**src/hw/mtio_defs.vh**
```
/*
 * Constants for the measurement trigger control block: register offsets,
 * field positions, reset values, encodings and timing counts.
 * Assumes inclusion by bare name from plain Verilog-2005 design files.
 */
`ifndef MTIO_DEFS_VH
`define MTIO_DEFS_VH

// Register byte offsets on the AXI4-Lite slave
`define MTIO_OFF_CTRL      4'h0
`define MTIO_OFF_STATUS    4'h4
`define MTIO_OFF_IRQ_STAT  4'h8
`define MTIO_OFF_IRQ_MASK  4'hc

// Control register fields
`define MTIO_CTRL_SRC_LSB  0
`define MTIO_CTRL_SRC_MSB  2
`define MTIO_CTRL_SWEEP    4
`define MTIO_CTRL_RATE_LSB 8
`define MTIO_CTRL_RATE_MSB 10
`define MTIO_CTRL_RST      32'h0000_0000

// Trigger source encodings
`define MTIO_SRC_PANEL     3'h0
`define MTIO_SRC_REAR      3'h1
`define MTIO_SRC_TALK      3'h2
`define MTIO_SRC_GET       3'h3
`define MTIO_SRC_COMMIT    3'h4

// Reading rate encodings
`define MTIO_RATE_1        3'h0
`define MTIO_RATE_10       3'h1
`define MTIO_RATE_18       3'h2
`define MTIO_RATE_75       3'h3
`define MTIO_RATE_1000     3'h4

// Interrupt status bit positions
`define MTIO_IRQ_DONE      0
`define MTIO_IRQ_RETRIG    1
`define MTIO_IRQ_W         2

// Trigger output low time: figure in ns, cycles derived at 50 MHz
`define MTIO_CLK_NS        20
`define MTIO_PULSE_NS      1000
`define MTIO_PULSE_CYC     ((`MTIO_PULSE_NS + `MTIO_CLK_NS - 1) / `MTIO_CLK_NS)

// AXI responses
`define MTIO_RESP_OKAY     2'h0
`define MTIO_RESP_SLVERR   2'h2

`endif

```
**src/hw/mtio_trigger.v**
```verilog
/*
 * Trigger control for a capacitance meter: source selection, one-shot and
 * sweep starts, retrigger detection, trigger output pulse and an AXI4-Lite
 * register slave with a sticky, maskable interrupt.
 * Assumes the measurement engine reports reading, sweep, stop-time and
 * calculation state on the same clock, and bus events arrive as one-cycle
 * strobes from the bus interface logic on the same clock.
 */
`timescale 1ns/10ps
`include "mtio_defs.vh"

module mtio_trigger #(
   parameter PULSE_CYC = `MTIO_PULSE_CYC     // Output low time in cycles
) (
   aclk,
   aresetn,
   s_axi_awaddr,
   s_axi_awvalid,
   s_axi_awready,
   s_axi_wdata,
   s_axi_wstrb,
   s_axi_wvalid,
   s_axi_wready,
   s_axi_bresp,
   s_axi_bvalid,
   s_axi_bready,
   s_axi_araddr,
   s_axi_arvalid,
   s_axi_arready,
   s_axi_rdata,
   s_axi_rresp,
   s_axi_rvalid,
   s_axi_rready,
   rear_trig_in_n,
   panel_key,
   remote,
   bus_talk,
   bus_get,
   bus_commit,
   reading_done,
   sweep_done,
   calc_done,
   stop_time,
   start_reading,
   start_sweep,
   trig_out_n,
   irq
);
   input  wire        aclk;                 // System clock, 50 MHz
   input  wire        aresetn;              // Synchronous reset, active low
   input  wire [3:0]  s_axi_awaddr;         // Write address
   input  wire        s_axi_awvalid;        // Write address valid
   output wire        s_axi_awready;        // Write address ready
   input  wire [31:0] s_axi_wdata;          // Write data
   input  wire [3:0]  s_axi_wstrb;          // Write byte strobes
   input  wire        s_axi_wvalid;         // Write data valid
   output wire        s_axi_wready;         // Write data ready
   output reg  [1:0]  s_axi_bresp;          // Write response
   output reg         s_axi_bvalid;         // Write response valid
   input  wire        s_axi_bready;         // Write response ready
   input  wire [3:0]  s_axi_araddr;         // Read address
   input  wire        s_axi_arvalid;        // Read address valid
   output wire        s_axi_arready;        // Read address ready
   output reg  [31:0] s_axi_rdata;          // Read data
   output reg  [1:0]  s_axi_rresp;          // Read response
   output reg         s_axi_rvalid;         // Read data valid
   input  wire        s_axi_rready;         // Read data ready
   input  wire        rear_trig_in_n;       // Rear jack pin, leading edge falls
   input  wire        panel_key;            // Panel trigger key strobe
   input  wire        remote;               // Remote state locks the panel out
   input  wire        bus_talk;             // Bus talk addressing strobe
   input  wire        bus_get;              // Group execute trigger strobe
   input  wire        bus_commit;           // Device commit command strobe
   input  wire        reading_done;         // Engine finished one reading set
   input  wire        sweep_done;           // Engine finished the sweep steps
   input  wire        calc_done;            // Post-sweep calculations done
   input  wire        stop_time;            // Sweep is in its stop time
   output reg         start_reading;        // Start one reading set, pulse
   output reg         start_sweep;          // Start a full sweep, pulse
   output wire        trig_out_n;           // Trigger output jack, active low
   output wire        irq;                  // Level interrupt

   // Engine states
   localparam ST_IDLE = 2'd0;               // Waiting for a trigger
   localparam ST_READ = 2'd1;               // One-shot reading in progress
   localparam ST_SWP  = 2'd2;               // Sweep steps in progress
   localparam ST_CALC = 2'd3;               // Post-sweep calculations

   reg [31:0] ctrl_r;                       // Source, mode and rate
   reg [1:0]  state_r;                      // Engine state
   reg [1:0]  state_nxt;                    // Next engine state
   reg        queued_r;                     // Trigger caught in stop time
   reg [`MTIO_IRQ_W-1:0] istat_r;           // Sticky event bits
   reg [`MTIO_IRQ_W-1:0] imask_r;           // Interrupt enables
   reg        rear_s1_r;                    // Synchroniser first stage
   reg        rear_s2_r;                    // Synchroniser second stage
   reg        rear_s3_r;                    // Previous synchronised level
   reg        aw_full_r;                    // Write address held
   reg        w_full_r;                     // Write data held
   reg [3:0]  awaddr_r;                     // Held write address
   reg [31:0] wdata_r;                      // Held write data
   reg [3:0]  wstrb_r;                      // Held write strobes
   reg        pulse_go;                     // Start of output pulse
   reg        trig_acc;                     // Accepted trigger this cycle

   wire [2:0] src    = ctrl_r[`MTIO_CTRL_SRC_MSB:`MTIO_CTRL_SRC_LSB];
   wire       sweep  = ctrl_r[`MTIO_CTRL_SWEEP];
   wire [2:0] rate   = ctrl_r[`MTIO_CTRL_RATE_MSB:`MTIO_CTRL_RATE_LSB];
   wire       fast   = (rate == `MTIO_RATE_75) || (rate == `MTIO_RATE_1000);
   wire       rear_edge = rear_s3_r & ~rear_s2_r;
   wire       key_ok = panel_key & ~remote;
   wire       pulse_busy;                   // Output pulse still low
   wire       wr_go  = aw_full_r & w_full_r & ~s_axi_bvalid;
   wire       busy   = (state_r != ST_IDLE);
   reg        trig_any;                     // Stimulus from an active source
   reg        retrig;                       // Retrigger error event
   reg [31:0] rd_mux;                       // Read data selection
   reg        rd_hit;                       // Read address mapped

   // Rear jack passes two flops before the edge detector sees it.
   // The third flop only remembers the last settled level: the edge
   // costs one more cycle but never sees a metastable value.
   // All stages reset high, the idle jack level, so reset makes no edge.
   always @(posedge aclk) begin
      if (!aresetn) begin
         rear_s1_r <= 1'b1;
         rear_s2_r <= 1'b1;
         rear_s3_r <= 1'b1;
      end else begin
         rear_s1_r <= rear_trig_in_n;
         rear_s2_r <= rear_s1_r;
         rear_s3_r <= rear_s2_r;
      end
   end

   // Gate stimuli by source; the panel key is always live unless remote.
   // Bus strobes of an unselected kind are dropped here, so they can
   // neither start an operation nor raise a retrigger error.
   // Unused source codes fall back to the panel key alone.
   always @* begin
      trig_any = key_ok;
      case (src)
         `MTIO_SRC_PANEL:  trig_any = key_ok;
         `MTIO_SRC_REAR:   trig_any = key_ok | rear_edge;
         `MTIO_SRC_TALK:   trig_any = key_ok | bus_talk;
         `MTIO_SRC_GET:    trig_any = key_ok | bus_get;
         `MTIO_SRC_COMMIT: trig_any = key_ok | bus_commit;
         default:          trig_any = key_ok;
      endcase
   end

   // Engine sequencing, output pulse timing and retrigger detection.
   // A trigger while busy never changes state: the running operation
   // completes, and the sticky error bit records the overrun, except in sweep stop time, where the trigger is queued instead.
   // Rate codes above the five defined ones behave as slow rates.
   always @* begin
      state_nxt = state_r;
      pulse_go  = 1'b0;
      trig_acc  = 1'b0;
      retrig    = 1'b0;
      case (state_r)
         ST_IDLE: begin
            if (trig_any || queued_r) begin
               trig_acc  = 1'b1;
               state_nxt = sweep ? ST_SWP : ST_READ;
            end
         end
         ST_READ: begin
            retrig = trig_any;
            if (reading_done) begin
               pulse_go  = 1'b1;
               state_nxt = ST_IDLE;
            end
         end
         ST_SWP: begin
            // Stop-time triggers are queued, not flagged
            retrig = trig_any & ~stop_time;
            if (sweep_done) begin
               if (fast) begin
                  state_nxt = ST_CALC;
               end else begin
                  pulse_go  = 1'b1;
                  state_nxt = ST_IDLE;
               end
            end
         end
         ST_CALC: begin
            retrig = trig_any;
            if (calc_done) begin
               pulse_go  = 1'b1;
               state_nxt = ST_IDLE;
            end
         end
         default: state_nxt = ST_IDLE;
      endcase
   end

   // State, start strobes and the stop-time queue.
   // The queue holds one trigger only; more stop-time triggers in the
   // same sweep merge into it rather than starting extra sweeps.
   always @(posedge aclk) begin
      if (!aresetn) begin
         state_r       <= ST_IDLE;
         queued_r      <= 1'b0;
         start_reading <= 1'b0;
         start_sweep   <= 1'b0;
      end else begin
         state_r       <= state_nxt;
         start_reading <= trig_acc & ~sweep;
         start_sweep   <= trig_acc & sweep;
         if (state_r == ST_SWP && stop_time && trig_any)
            queued_r <= 1'b1;
         else if (trig_acc)
            queued_r <= 1'b0;
      end
   end

   // Output pulse; a completion during a running pulse restarts the low
   // time, so two close completions merge into one longer pulse.
   // A 16-bit counter leaves ample room above the default low time.
   mtio_pulse #(
      .WIDTH  (16),
      .CYCLES (PULSE_CYC)
   ) u_pulse (
      .aclk    (aclk),
      .aresetn (aresetn),
      .start   (pulse_go),
      .pulse_n (trig_out_n),
      .busy    (pulse_busy)
   );

   // Write channels are taken independently and held until both arrive.
   // Each holding register takes one item, so a second write stalls
   // until the response of the first has been accepted by the master.
   assign s_axi_awready = ~aw_full_r;
   assign s_axi_wready  = ~w_full_r;
   assign s_axi_arready = ~s_axi_rvalid;
   assign irq           = |(istat_r & imask_r);

   // Write path and sticky status; a new event wins over a clear.
   // Only bytes 0 and 1 of the control word hold fields; the upper
   // bytes keep their reset value and read back as zero.
   // Writes to the read-only status word are answered OKAY and ignored.
   always @(posedge aclk) begin
      if (!aresetn) begin
         aw_full_r    <= 1'b0;
         w_full_r     <= 1'b0;
         awaddr_r     <= 4'h0;
         wdata_r      <= 32'h0000_0000;
         wstrb_r      <= 4'h0;
         s_axi_bvalid <= 1'b0;
         s_axi_bresp  <= `MTIO_RESP_OKAY;
         ctrl_r       <= `MTIO_CTRL_RST;
         imask_r      <= {`MTIO_IRQ_W{1'b0}};
         istat_r      <= {`MTIO_IRQ_W{1'b0}};
      end else begin
         if (s_axi_awvalid && !aw_full_r) begin
            aw_full_r <= 1'b1;
            awaddr_r  <= s_axi_awaddr;
         end
         if (s_axi_wvalid && !w_full_r) begin
            w_full_r <= 1'b1;
            wdata_r  <= s_axi_wdata;
            wstrb_r  <= s_axi_wstrb;
         end
         if (s_axi_bvalid && s_axi_bready)
            s_axi_bvalid <= 1'b0;
         if (wr_go) begin
            aw_full_r    <= 1'b0;
            w_full_r     <= 1'b0;
            s_axi_bvalid <= 1'b1;
            s_axi_bresp  <= `MTIO_RESP_OKAY;
            case (awaddr_r)
               `MTIO_OFF_CTRL: begin
                  if (wstrb_r[0])
                     ctrl_r[7:0] <= wdata_r[7:0];
                  if (wstrb_r[1])
                     ctrl_r[15:8] <= wdata_r[15:8];
               end
               `MTIO_OFF_IRQ_MASK: begin
                  if (wstrb_r[0])
                     imask_r <= wdata_r[`MTIO_IRQ_W-1:0];
               end
               `MTIO_OFF_STATUS, `MTIO_OFF_IRQ_STAT: begin
               end
               default: s_axi_bresp <= `MTIO_RESP_SLVERR;
            endcase
         end
         // Write-one-to-clear, then events set over it
         if (wr_go && awaddr_r == `MTIO_OFF_IRQ_STAT && wstrb_r[0])
            istat_r <= (istat_r & ~wdata_r[`MTIO_IRQ_W-1:0])
                       | {retrig, pulse_go};
         else
            istat_r <= istat_r | {retrig, pulse_go};
      end
   end

   // Read mux: status shows live engine state.
   // The jack level shown is the second synchroniser stage, never the
   // first, so software cannot capture a metastable value.
   always @* begin
      rd_hit = 1'b1;
      rd_mux = 32'h0000_0000;
      case (s_axi_araddr)
         `MTIO_OFF_CTRL:     rd_mux = {21'h0, ctrl_r[10:8], 3'h0, ctrl_r[4], 1'b0, ctrl_r[2:0]};
         `MTIO_OFF_STATUS:   rd_mux = {26'h0, rear_s2_r, pulse_busy, queued_r, busy, state_r};
         `MTIO_OFF_IRQ_STAT: rd_mux = {30'h0, istat_r};
         `MTIO_OFF_IRQ_MASK: rd_mux = {30'h0, imask_r};
         default:            rd_hit = 1'b0;
      endcase
   end

   // Read path: answer one cycle after the address is taken.
   // Data is captured when the address is taken and held until the
   // master accepts it, even if the status changes meanwhile.
   always @(posedge aclk) begin
      if (!aresetn) begin
         s_axi_rvalid <= 1'b0;
         s_axi_rdata  <= 32'h0000_0000;
         s_axi_rresp  <= `MTIO_RESP_OKAY;
      end else if (s_axi_arvalid && !s_axi_rvalid) begin
         s_axi_rvalid <= 1'b1;
         s_axi_rdata  <= rd_mux;
         s_axi_rresp  <= rd_hit ? `MTIO_RESP_OKAY : `MTIO_RESP_SLVERR;
      end else if (s_axi_rready) begin
         s_axi_rvalid <= 1'b0;
      end
   end
endmodule

```
**src/hw/mtio_pulse.v**
```verilog
/*
 * Active-low pulse generator for the trigger output jack.
 * Assumes a one-cycle start strobe from logic on the same clock.
 */
`timescale 1ns/10ps
module mtio_pulse #(
   parameter WIDTH  = 8,                     // Counter width
   parameter CYCLES = 50                     // Low time in clock cycles
) (
   aclk,
   aresetn,
   start,
   pulse_n,
   busy
);
   input  wire             aclk;            // System clock
   input  wire             aresetn;         // Synchronous reset, active low
   input  wire             start;           // Start a new low pulse
   output reg              pulse_n;         // Trigger output, idles high
   output wire             busy;            // Pulse in progress

   reg [WIDTH-1:0] cnt_r;                   // Cycles left low

   assign busy = (cnt_r != {WIDTH{1'b0}});

   // Count down while low; a start during a pulse restarts it
   always @(posedge aclk) begin
      if (!aresetn) begin
         cnt_r   <= {WIDTH{1'b0}};
         pulse_n <= 1'b1;
      end else if (start) begin
         cnt_r   <= CYCLES[WIDTH-1:0];
         pulse_n <= 1'b0;
      end else if (cnt_r != {WIDTH{1'b0}}) begin
         cnt_r   <= cnt_r - {{(WIDTH-1){1'b0}}, 1'b1};
         pulse_n <= (cnt_r == {{(WIDTH-1){1'b0}}, 1'b1});
      end
   end
endmodule

```
**config.mk**
```make
export PLATFORM = sky130hd
export DESIGN_NAME = mtio_trigger
export DESIGN_NICKNAME = d
export VERILOG_FILES = /design/src/hw/mtio_trigger.v /design/src/hw/mtio_pulse.v
export VERILOG_INCLUDE_DIRS = /design/src /design/src/hw
export SDC_FILE = /design/constraint.sdc
export NUM_CORES = 1
export LEC_CHECK = 0
export BUFFER_PORTS_ARGS = -buffer_cell sky130_fd_sc_hd__buf_2
export CORE_AREA = 2 2 103 105
export CTS_BUF_LIST = sky130_fd_sc_hd__clkbuf_4
export DETAILED_ROUTE_END_ITERATION = 8
export DIE_AREA = 0 0 105 107
export GPL_TIMING_DRIVEN = 0
export SLEW_MARGIN = 20
export SYNTH_ARGS = -nofsm -noshare
export SYNTH_HDL_FRONTEND = slang
export SYNTH_HIERARCHICAL = 1
export SYNTH_SLANG_ARGS = --single-unit
```
**constraint.sdc**
```tcl
create_clock -name aclk -period 3.3 [get_ports aclk]
set_input_delay 0.495 -clock aclk [delete_from_list [all_inputs] [get_ports aclk]]
set_output_delay 0.495 -clock aclk [all_outputs]
set_load 0.01 [all_outputs]
```
# --- Yosys cells after proc, flatten, opt, wreduce, memory -nomap -nowiden ---
# Cells that the tools add are included.
word_totals:
  input_bits: 61
  register_bits: 94
  out_inout_bits: 45
  wordCells: 133
classes:
  bitwise_logic: 25
  n_addsub: 1
  reduce_logical: 32
  n_mux: 31
  n_eq_ne: 20
op_table:
  columns: ["cell", "n"]
  rows:
  - ["one-hot mux 11 bit (4 select lines)", 1]
  - ["two-way mux 2 bit", 9]
  - ["== test 16 x 1 -> 1 bit (second input constant)", 1]
  - ["== test 4 bit (second input constant)", 4]
  - ["nonzero test 16 bit", 1]
  - ["subtractor 16 x 1 -> 16 bit (second input constant)", 1]
  - ["two-way mux 1 bit", 15]
  - ["two-way mux 6 bit", 2]
  - ["nonzero test 2 bit", 5]
  - ["== test 3 x 2 -> 1 bit (second input constant)", 3]
  - ["NOT 1 bit", 9]
  - ["AND reduction 3 bit", 3]
  - ["== test 4 x 3 -> 1 bit (second input constant)", 2]
  - ["logical AND 1 bit", 8]
  - ["zero test 4 bit", 2]
  - ["!= test 2 bit (second input constant)", 4]
  - ["one-hot mux 2 bit (4 select lines)", 1]
  - ["OR reduction 2 bit", 4]
  - ["OR reduction 4 bit", 2]
  - ["bitwise AND 1 bit", 7]
  - ["== test 3 bit (second input constant)", 2]
  - ["bitwise AND 2 bit", 2]
  - ["== test 2 bit (second input constant)", 2]
  - ["bitwise OR 1 bit", 4]
  - ["other kinds (11)", 15]

# --- Logic depth before layout (Yosys ltp) ---
depth:
  depth_word: 9
  mapped_depth: 9
  depth_no_buf: 9

# --- Cells and area by module ---
# The synthesis kept the hierarchy.
by_module_without_submodules:
  columns: ["mod", "cells_each", "instances", "seq_area_each_um2", "area_each_um2"]
  rows:
  - ["mtio_trigger", 253, 1, 940.9, 2265.9]
  - ["mtio_pulse", 108, 1, 340.3, 919.6]

# --- Worst setup path after synthesis ---
# No wires, ideal clock.
synth_path:
  path_kind: "reg-to-reg"
  startpoint: "register state_r[1]"
  endpoint: "register u_pulse.cnt_r[12]"
  period_less_slack_ns: 1.919
  stages_incl_launch_ff: 8
  path_buffers: 1
  t_required_ns: 3.240
  path_slack_ns: 1.381
  setup_time_ns: 0.060
  t_arrival_ns: 1.859
  path_cell_list: "dfxtp_1 > buf_2 > mux2_2 > nand2_1 > o21ai_1 > nand2b_1 > or4_2 > nand2_1"
synth_between:
  elab_chain_cells: 3
  elab_cells_between_ends: 5
  cone_classes: "3 x eq/ne; 1 x mux; 1 x reduce/logical"
synth_lines:
  columns: ["element", "line_no", "text"]
  rows:
  - ["start, declared", "mtio_trigger.v:90", "reg [1:0] state_r;"]
  - ["start signal, assigned", "mtio_trigger.v:208", "state_r <= state_nxt;"]
  - ["== test 2 bit / == test 2 x 1 -> 1 bit (equally long branches)", "mtio_trigger.v:161", "case (state_r)"]
  - ["one-hot mux 1 bit (3 select lines) *", "mtio_trigger.v:161", null]
  - ["named net pulse_go", "mtio_trigger.v:103", "reg pulse_go;"]
  - ["OR reduction 2 bit (no source line) *", null, null]
  - ["end signal, assigned", "mtio_pulse.v:29", "cnt_r <= {WIDTH{1'b0}};"]
  - ["end signal, assigned", "mtio_pulse.v:32", "cnt_r <= CYCLES[WIDTH-1:0];"]
  - ["end signal, assigned", "mtio_pulse.v:35", "cnt_r <= cnt_r - {{(WIDTH-1){1'b0}}, 1'b1};"]
  - ["end, declared", "mtio_pulse.v:22", "reg [WIDTH-1:0] cnt_r;"]
# The timed path passes the listed nets; every way through them passes the cells marked *.
# A chain may end at the register's enable or synchronous reset.

# --- Worst setup path in the final report ---
layout_path:
  startpoint: "register ctrl_r[10]"
  endpoint: "register u_pulse.cnt_r[9]"
layout_between:
  elab_chain_cells: 6
  elab_cells_between_ends: 7
  cone_classes: "2 x eq/ne; 3 x mux; 2 x reduce/logical"
layout_lines:
  columns: ["element", "line_no", "text"]
  rows:
  - ["start, declared", "mtio_trigger.v:89", "reg [31:0] ctrl_r;"]
  - ["start signal, assigned", "mtio_trigger.v:253", "ctrl_r <= `MTIO_CTRL_RST;"]
  - ["start signal, assigned", "mtio_trigger.v:278", "ctrl_r[15:8] <= wdata_r[15:8];"]
  - ["== test 3 x 2 -> 1 bit (no source line) / == test 3 bit (equally long branches)", null, null]
  - ["logical OR 1 bit *", "mtio_trigger.v:109", "wire fast = (rate == `MTIO_RATE_75) || (rate == `MTIO_RATE_1000);"]
  - ["two-way mux 1 bit *", "mtio_trigger.v:179", "if (fast) begin"]
  - ["two-way mux 1 bit *", "mtio_trigger.v:178", "if (sweep_done) begin"]
  - ["one-hot mux 1 bit (3 select lines) *", "mtio_trigger.v:161", null]
  - ["named net pulse_go", "mtio_trigger.v:103", null]
  - ["OR reduction 2 bit (no source line) *", null, null]
# Marked as above.

==> key figures <==
Status
  • Run status: finished, final reports clean

Detailed routing
  • Post-DR vias/cell: around 4.7
  • DRC violations left: 0
  • Iter 0 DRT Violations: 119
  • Final antenna-violating net count: 0
  • Detailed-route wire length: around 7.5 mm
  • Via count of the routed design: 2759
  • Avg WL per Cell: approximately 13 microns
  • 1st-pass router iterations: 4

CTS
  • CTS tree: done
  • Clock net sink count: between 60 and 70
  • TritonCTS Buffers: 9
  • Clock Latency Late Sink: between 0.4 and 0.5 ns
  • Clock transition at path regs: 0.12 ns
  • Gates resized, CTS repair: 0
  • Number of post-CTS setup repair buffers: 0
  • Clock tree root buffer cell: sky130_fd_sc_hd__clkbuf_4
  • Number of H-tree levels: 3
  • Maximum clock path buffer count: 2
  • Number of hold-repair buffers added at the cts stage: 0

Critical path
  • Critical path data arrival time: roughly 2.7 ns
  • Element type at the critical path end: flip-flop
  • Crit path cell chain: nand3b_1, nand4b_1, o21ai_1, nand2b_1, clkbuf_1, nor2_1, a41o_1
  • Internal reg-to-reg setup slack: slightly above 0.9 ns
  • WP buf/inv: 1
  • Cell with the biggest individual delay on the critical path: sky130_fd_sc_hd__o21ai_1
  • Gate family responsible for the most delay along the worst path: compound AO/OA/AOI/OAI gates
  • Critical path data required time: about 3.6 ns
  • Maximum fanout encountered on the critical timing path: 10
  • Critical Path Max Stage Delay: about 0.5 ns
  • Kind of critical path: reg2reg
  • Critical Path Source Type: flip-flop

STA
  • Min Clock Period, post-route: roughly 2.4 ns
  • Tcrit/Tclk final: 0.7202
  • Slew Limit Headroom: 0.5998
  • Final count of pins violating max slew: 0
  • Clk_skew: approximately 0.011 ns
  • Actual transition at the worst max-transition pin: 0.5963 ns
  • Setup violators final: 0
  • RSZ-0062 raised after global routing: no
  • TNS Setup: 0 ns
  • Timing-limited maximum frequency: approximately 0.42 GHz
  • Hold Fails Final Rpt: 0

Global route
  • Met3 Use GR: 0.04985
  • Global-route usage over all layers: 0.1405
  • Maximum number of pins on one net before global-route repair: 14
  • First-pass GRT wire length: roughly 13 mm
  • GR Util met1: 0.1605
  • Most heavily used metal layer in global routing: met2
  • Leftover overflow at the end of global routing: 0
  • Number of global-route vias before repair: between 2000 and 3000
  • Global routing met2 resource utilization: 0.2481
  • Initial antenna violation count: 0

Floorplan
  • Die height: ~110 microns
  • I/O pins: between 100 and 150
  • Overall die area: around 0.011 sq mm
  • Cell Rows: 37
  • Initial Util: 0.3156
  • Horizontal die dimension: roughly 110 microns
  • Core Box Area: 0.01009 sq mm

Placement
  • Total placed instance area: 0.003706 sq mm
  • GP Congestion: around 0.81
  • Post-detail-place hpwl: ~5.7 mm
  • Port Buffer Count: 52

Worst hold path
  • Min-delay worst type: in2reg

Synth
  • Post-synthesis sequential element count: 64
  • Leading register cell type out of synthesis: sky130_fd_sc_hd__dfxtp_1
  • Number of enable flip-flop cells after synthesis: 0
  • Sequential share of the synthesized area: 0.4022
  • Mapped Cells: 361
  • Ys async rst share: 0
  • Post-synthesis area per instance: about 8.8 sq um
  • Unique cell type count in the Yosys netlist: a little over 60
  • Post-synthesis cell area: about 0.0032 sq mm
  • Synth Warn #: 6

Pwr
  • Lkg Pwr: 1.642 nW
  • PwrDens: a little over 600 mW/mm^2
  • Largest voltage drop on the vdd net: between 200 and 250 uV

Cells and area
  • Synthesis-to-layout area growth: 21.72%
  • Post-route cell area: ~0.0039 sq mm
  • Number of nets in the final layout: around 510
  • Ratio of cells with drive above 1 in the final layout: 0.2517
  • Antenna diodes: 0

Run
  • Max cap viols: 0
## worst register-to-register path, cell delays in order, from the launching register on
cell and delay [ns]:
sky130_fd_sc_hd__dfxtp_1 0.39, sky130_fd_sc_hd__nand3b_1 0.17, sky130_fd_sc_hd__nand4b_1 0.15, sky130_fd_sc_hd__o21ai_1 0.51, sky130_fd_sc_hd__nand2b_1 0.27, sky130_fd_sc_hd__clkbuf_1 0.44
sky130_fd_sc_hd__nor2_1 0.09, sky130_fd_sc_hd__a41o_1 0.26
## routing by layer
layer / part of all wire / wire length [microns] / vias to the layer above
li1: - / - / 1409
met1: 0.43 / 3217 / 1274
met2: 0.51 / 3791 / 65
met3: 0.054 / 409 / 11
met4: 0.012 / 87 / 0
met5: 0 / 0 / -
## report_power, final
| group | total, mW | internal (mW) | switching [mW] | leakage (nW) |
|---|---|---|---|---|
| logic | 0.738 | 0.315 | 0.423 | 1.03 |
| clock network | 0.637 | 0.316 | 0.321 | 0.0911 |
| registers | 0.974 | 0.871 | 0.103 | 0.523 |
| total | 2.35 | 1.50 | 0.847 | 1.64 |
## through the flow
| stage | setup WS [ns] | instances | power (mW) | hold slack [ns] | util |
|---|---|---|---|---|---|
| floorplan | 1.381 | 385 | 1.552 | 0.3863 | - |
| global placement | 0.9284 | 573 | 1.700 | 0.3955 | 0.3672 |
| finish | 0.9233 | 589 | 2.349 | 0.2848 | 0.3842 |
| global route | 0.7032 | 589 | 2.538 | 0.2655 | 0.3842 |
| detailed placement | 0.8655 | 573 | 1.730 | 0.4032 | 0.3672 |
| CTS | 0.8981 | 589 | 2.372 | 0.2736 | 0.3842 |
## synth_stat cells, drive strengths merged (3+ instances only)
master  count  share of area
nand3b      5          0.012
nand2b      8          0.016
a31oi       4         0.0079
a21boi     12          0.028
o21ai      15          0.024
mux2i       9          0.028
nor4        3          0.011
nor3        8          0.016
o22ai       3         0.0079
nand4       6          0.014
a41o        3         0.0094
o211ai      5          0.012
nand2      48          0.057
nor2       22          0.026
a21oi       9          0.014
inv        12          0.014
or4         4          0.011
nor2b      21          0.041
buf        32          0.070
o21a        4         0.0094
nor3b       3         0.0071
nand3      13          0.020
a22oi       5          0.012
dfxtp      64           0.40
nand4b      3         0.0082
clkbuf      7         0.0086
o311ai      4          0.016
or3         3         0.0075
## worst paths after layout
check	startpoint	end	cells after the start
hold reg to reg	rear_s1_r	rear_s2_r	1
setup reg to reg	ctrl_r[10]	u_pulse/cnt_r[9]	7
hold / removal	rear_trig_in_n	rear_s1_r	2
setup / recovery	ctrl_r[10]	u_pulse/cnt_r[9]	7
## sequential cells by signal, summed over array words and instances, names as in the netlist, 2 cells and up
register       cells
istat_r            2
state_r            2
u_pulse/cnt_r     16
s_axi_rdata        9
imask_r            2
wstrb_r            2
wdata_r            7
ctrl_r             7
awaddr_r           4
## cells in the final DEF, fill, tap and decap left out, types with 6 or more instances in the layout
cell,netlist,routed
sky130_fd_sc_hd__nor3_1,7,7
sky130_fd_sc_hd__o21ai_0,14,14
sky130_fd_sc_hd__conb_1,1,25
sky130_fd_sc_hd__dfxtp_1,64,64
sky130_fd_sc_hd__inv_1,12,12
sky130_fd_sc_hd__mux2i_1,9,9
sky130_fd_sc_hd__nor2b_1,21,21
sky130_fd_sc_hd__clkbuf_1,6,6
sky130_fd_sc_hd__buf_2,5,57
sky130_fd_sc_hd__clkbuf_4,0,9
sky130_fd_sc_hd__a21boi_0,12,12
sky130_fd_sc_hd__nand3_1,13,13
sky130_fd_sc_hd__a21oi_1,9,9
sky130_fd_sc_hd__buf_4,26,26
sky130_fd_sc_hd__nand2_1,48,48
sky130_fd_sc_hd__nor2_1,22,22
sky130_fd_sc_hd__nand2b_1,7,7
## cell families (layout without fill, tap and decap cells)
logic type / Yosys count / in the layout / share of synthesized area
AOI/OAI and AO/OA: 75 / 75 / 0.1752
xor gates and xnor gates: 1 / 1 / 0.002750
and+or+nand+nor: 155 / 155 / 0.2694
DFF: 64 / 64 / 0.4022
buffers and inverters: 51 / 119 / 0.09308
adders and majority gates: 2 / 2 / 0.007854
other: 1 / 25 / 0.001177
muxes: 12 / 12 / 0.04831
## cell type report
cell class,instances,area [sq um]
plain buffers,39,251.5
clock buffers,9,67.56
clock inverters,7,103.9
fillers,1081,6215
inverters,12,45.04
multi-input cells,270,1698
flip-flops and latches,64,1281
well taps,136,170.2
repair buffers,52,260.3
Power figures use the tool's default switching activity.
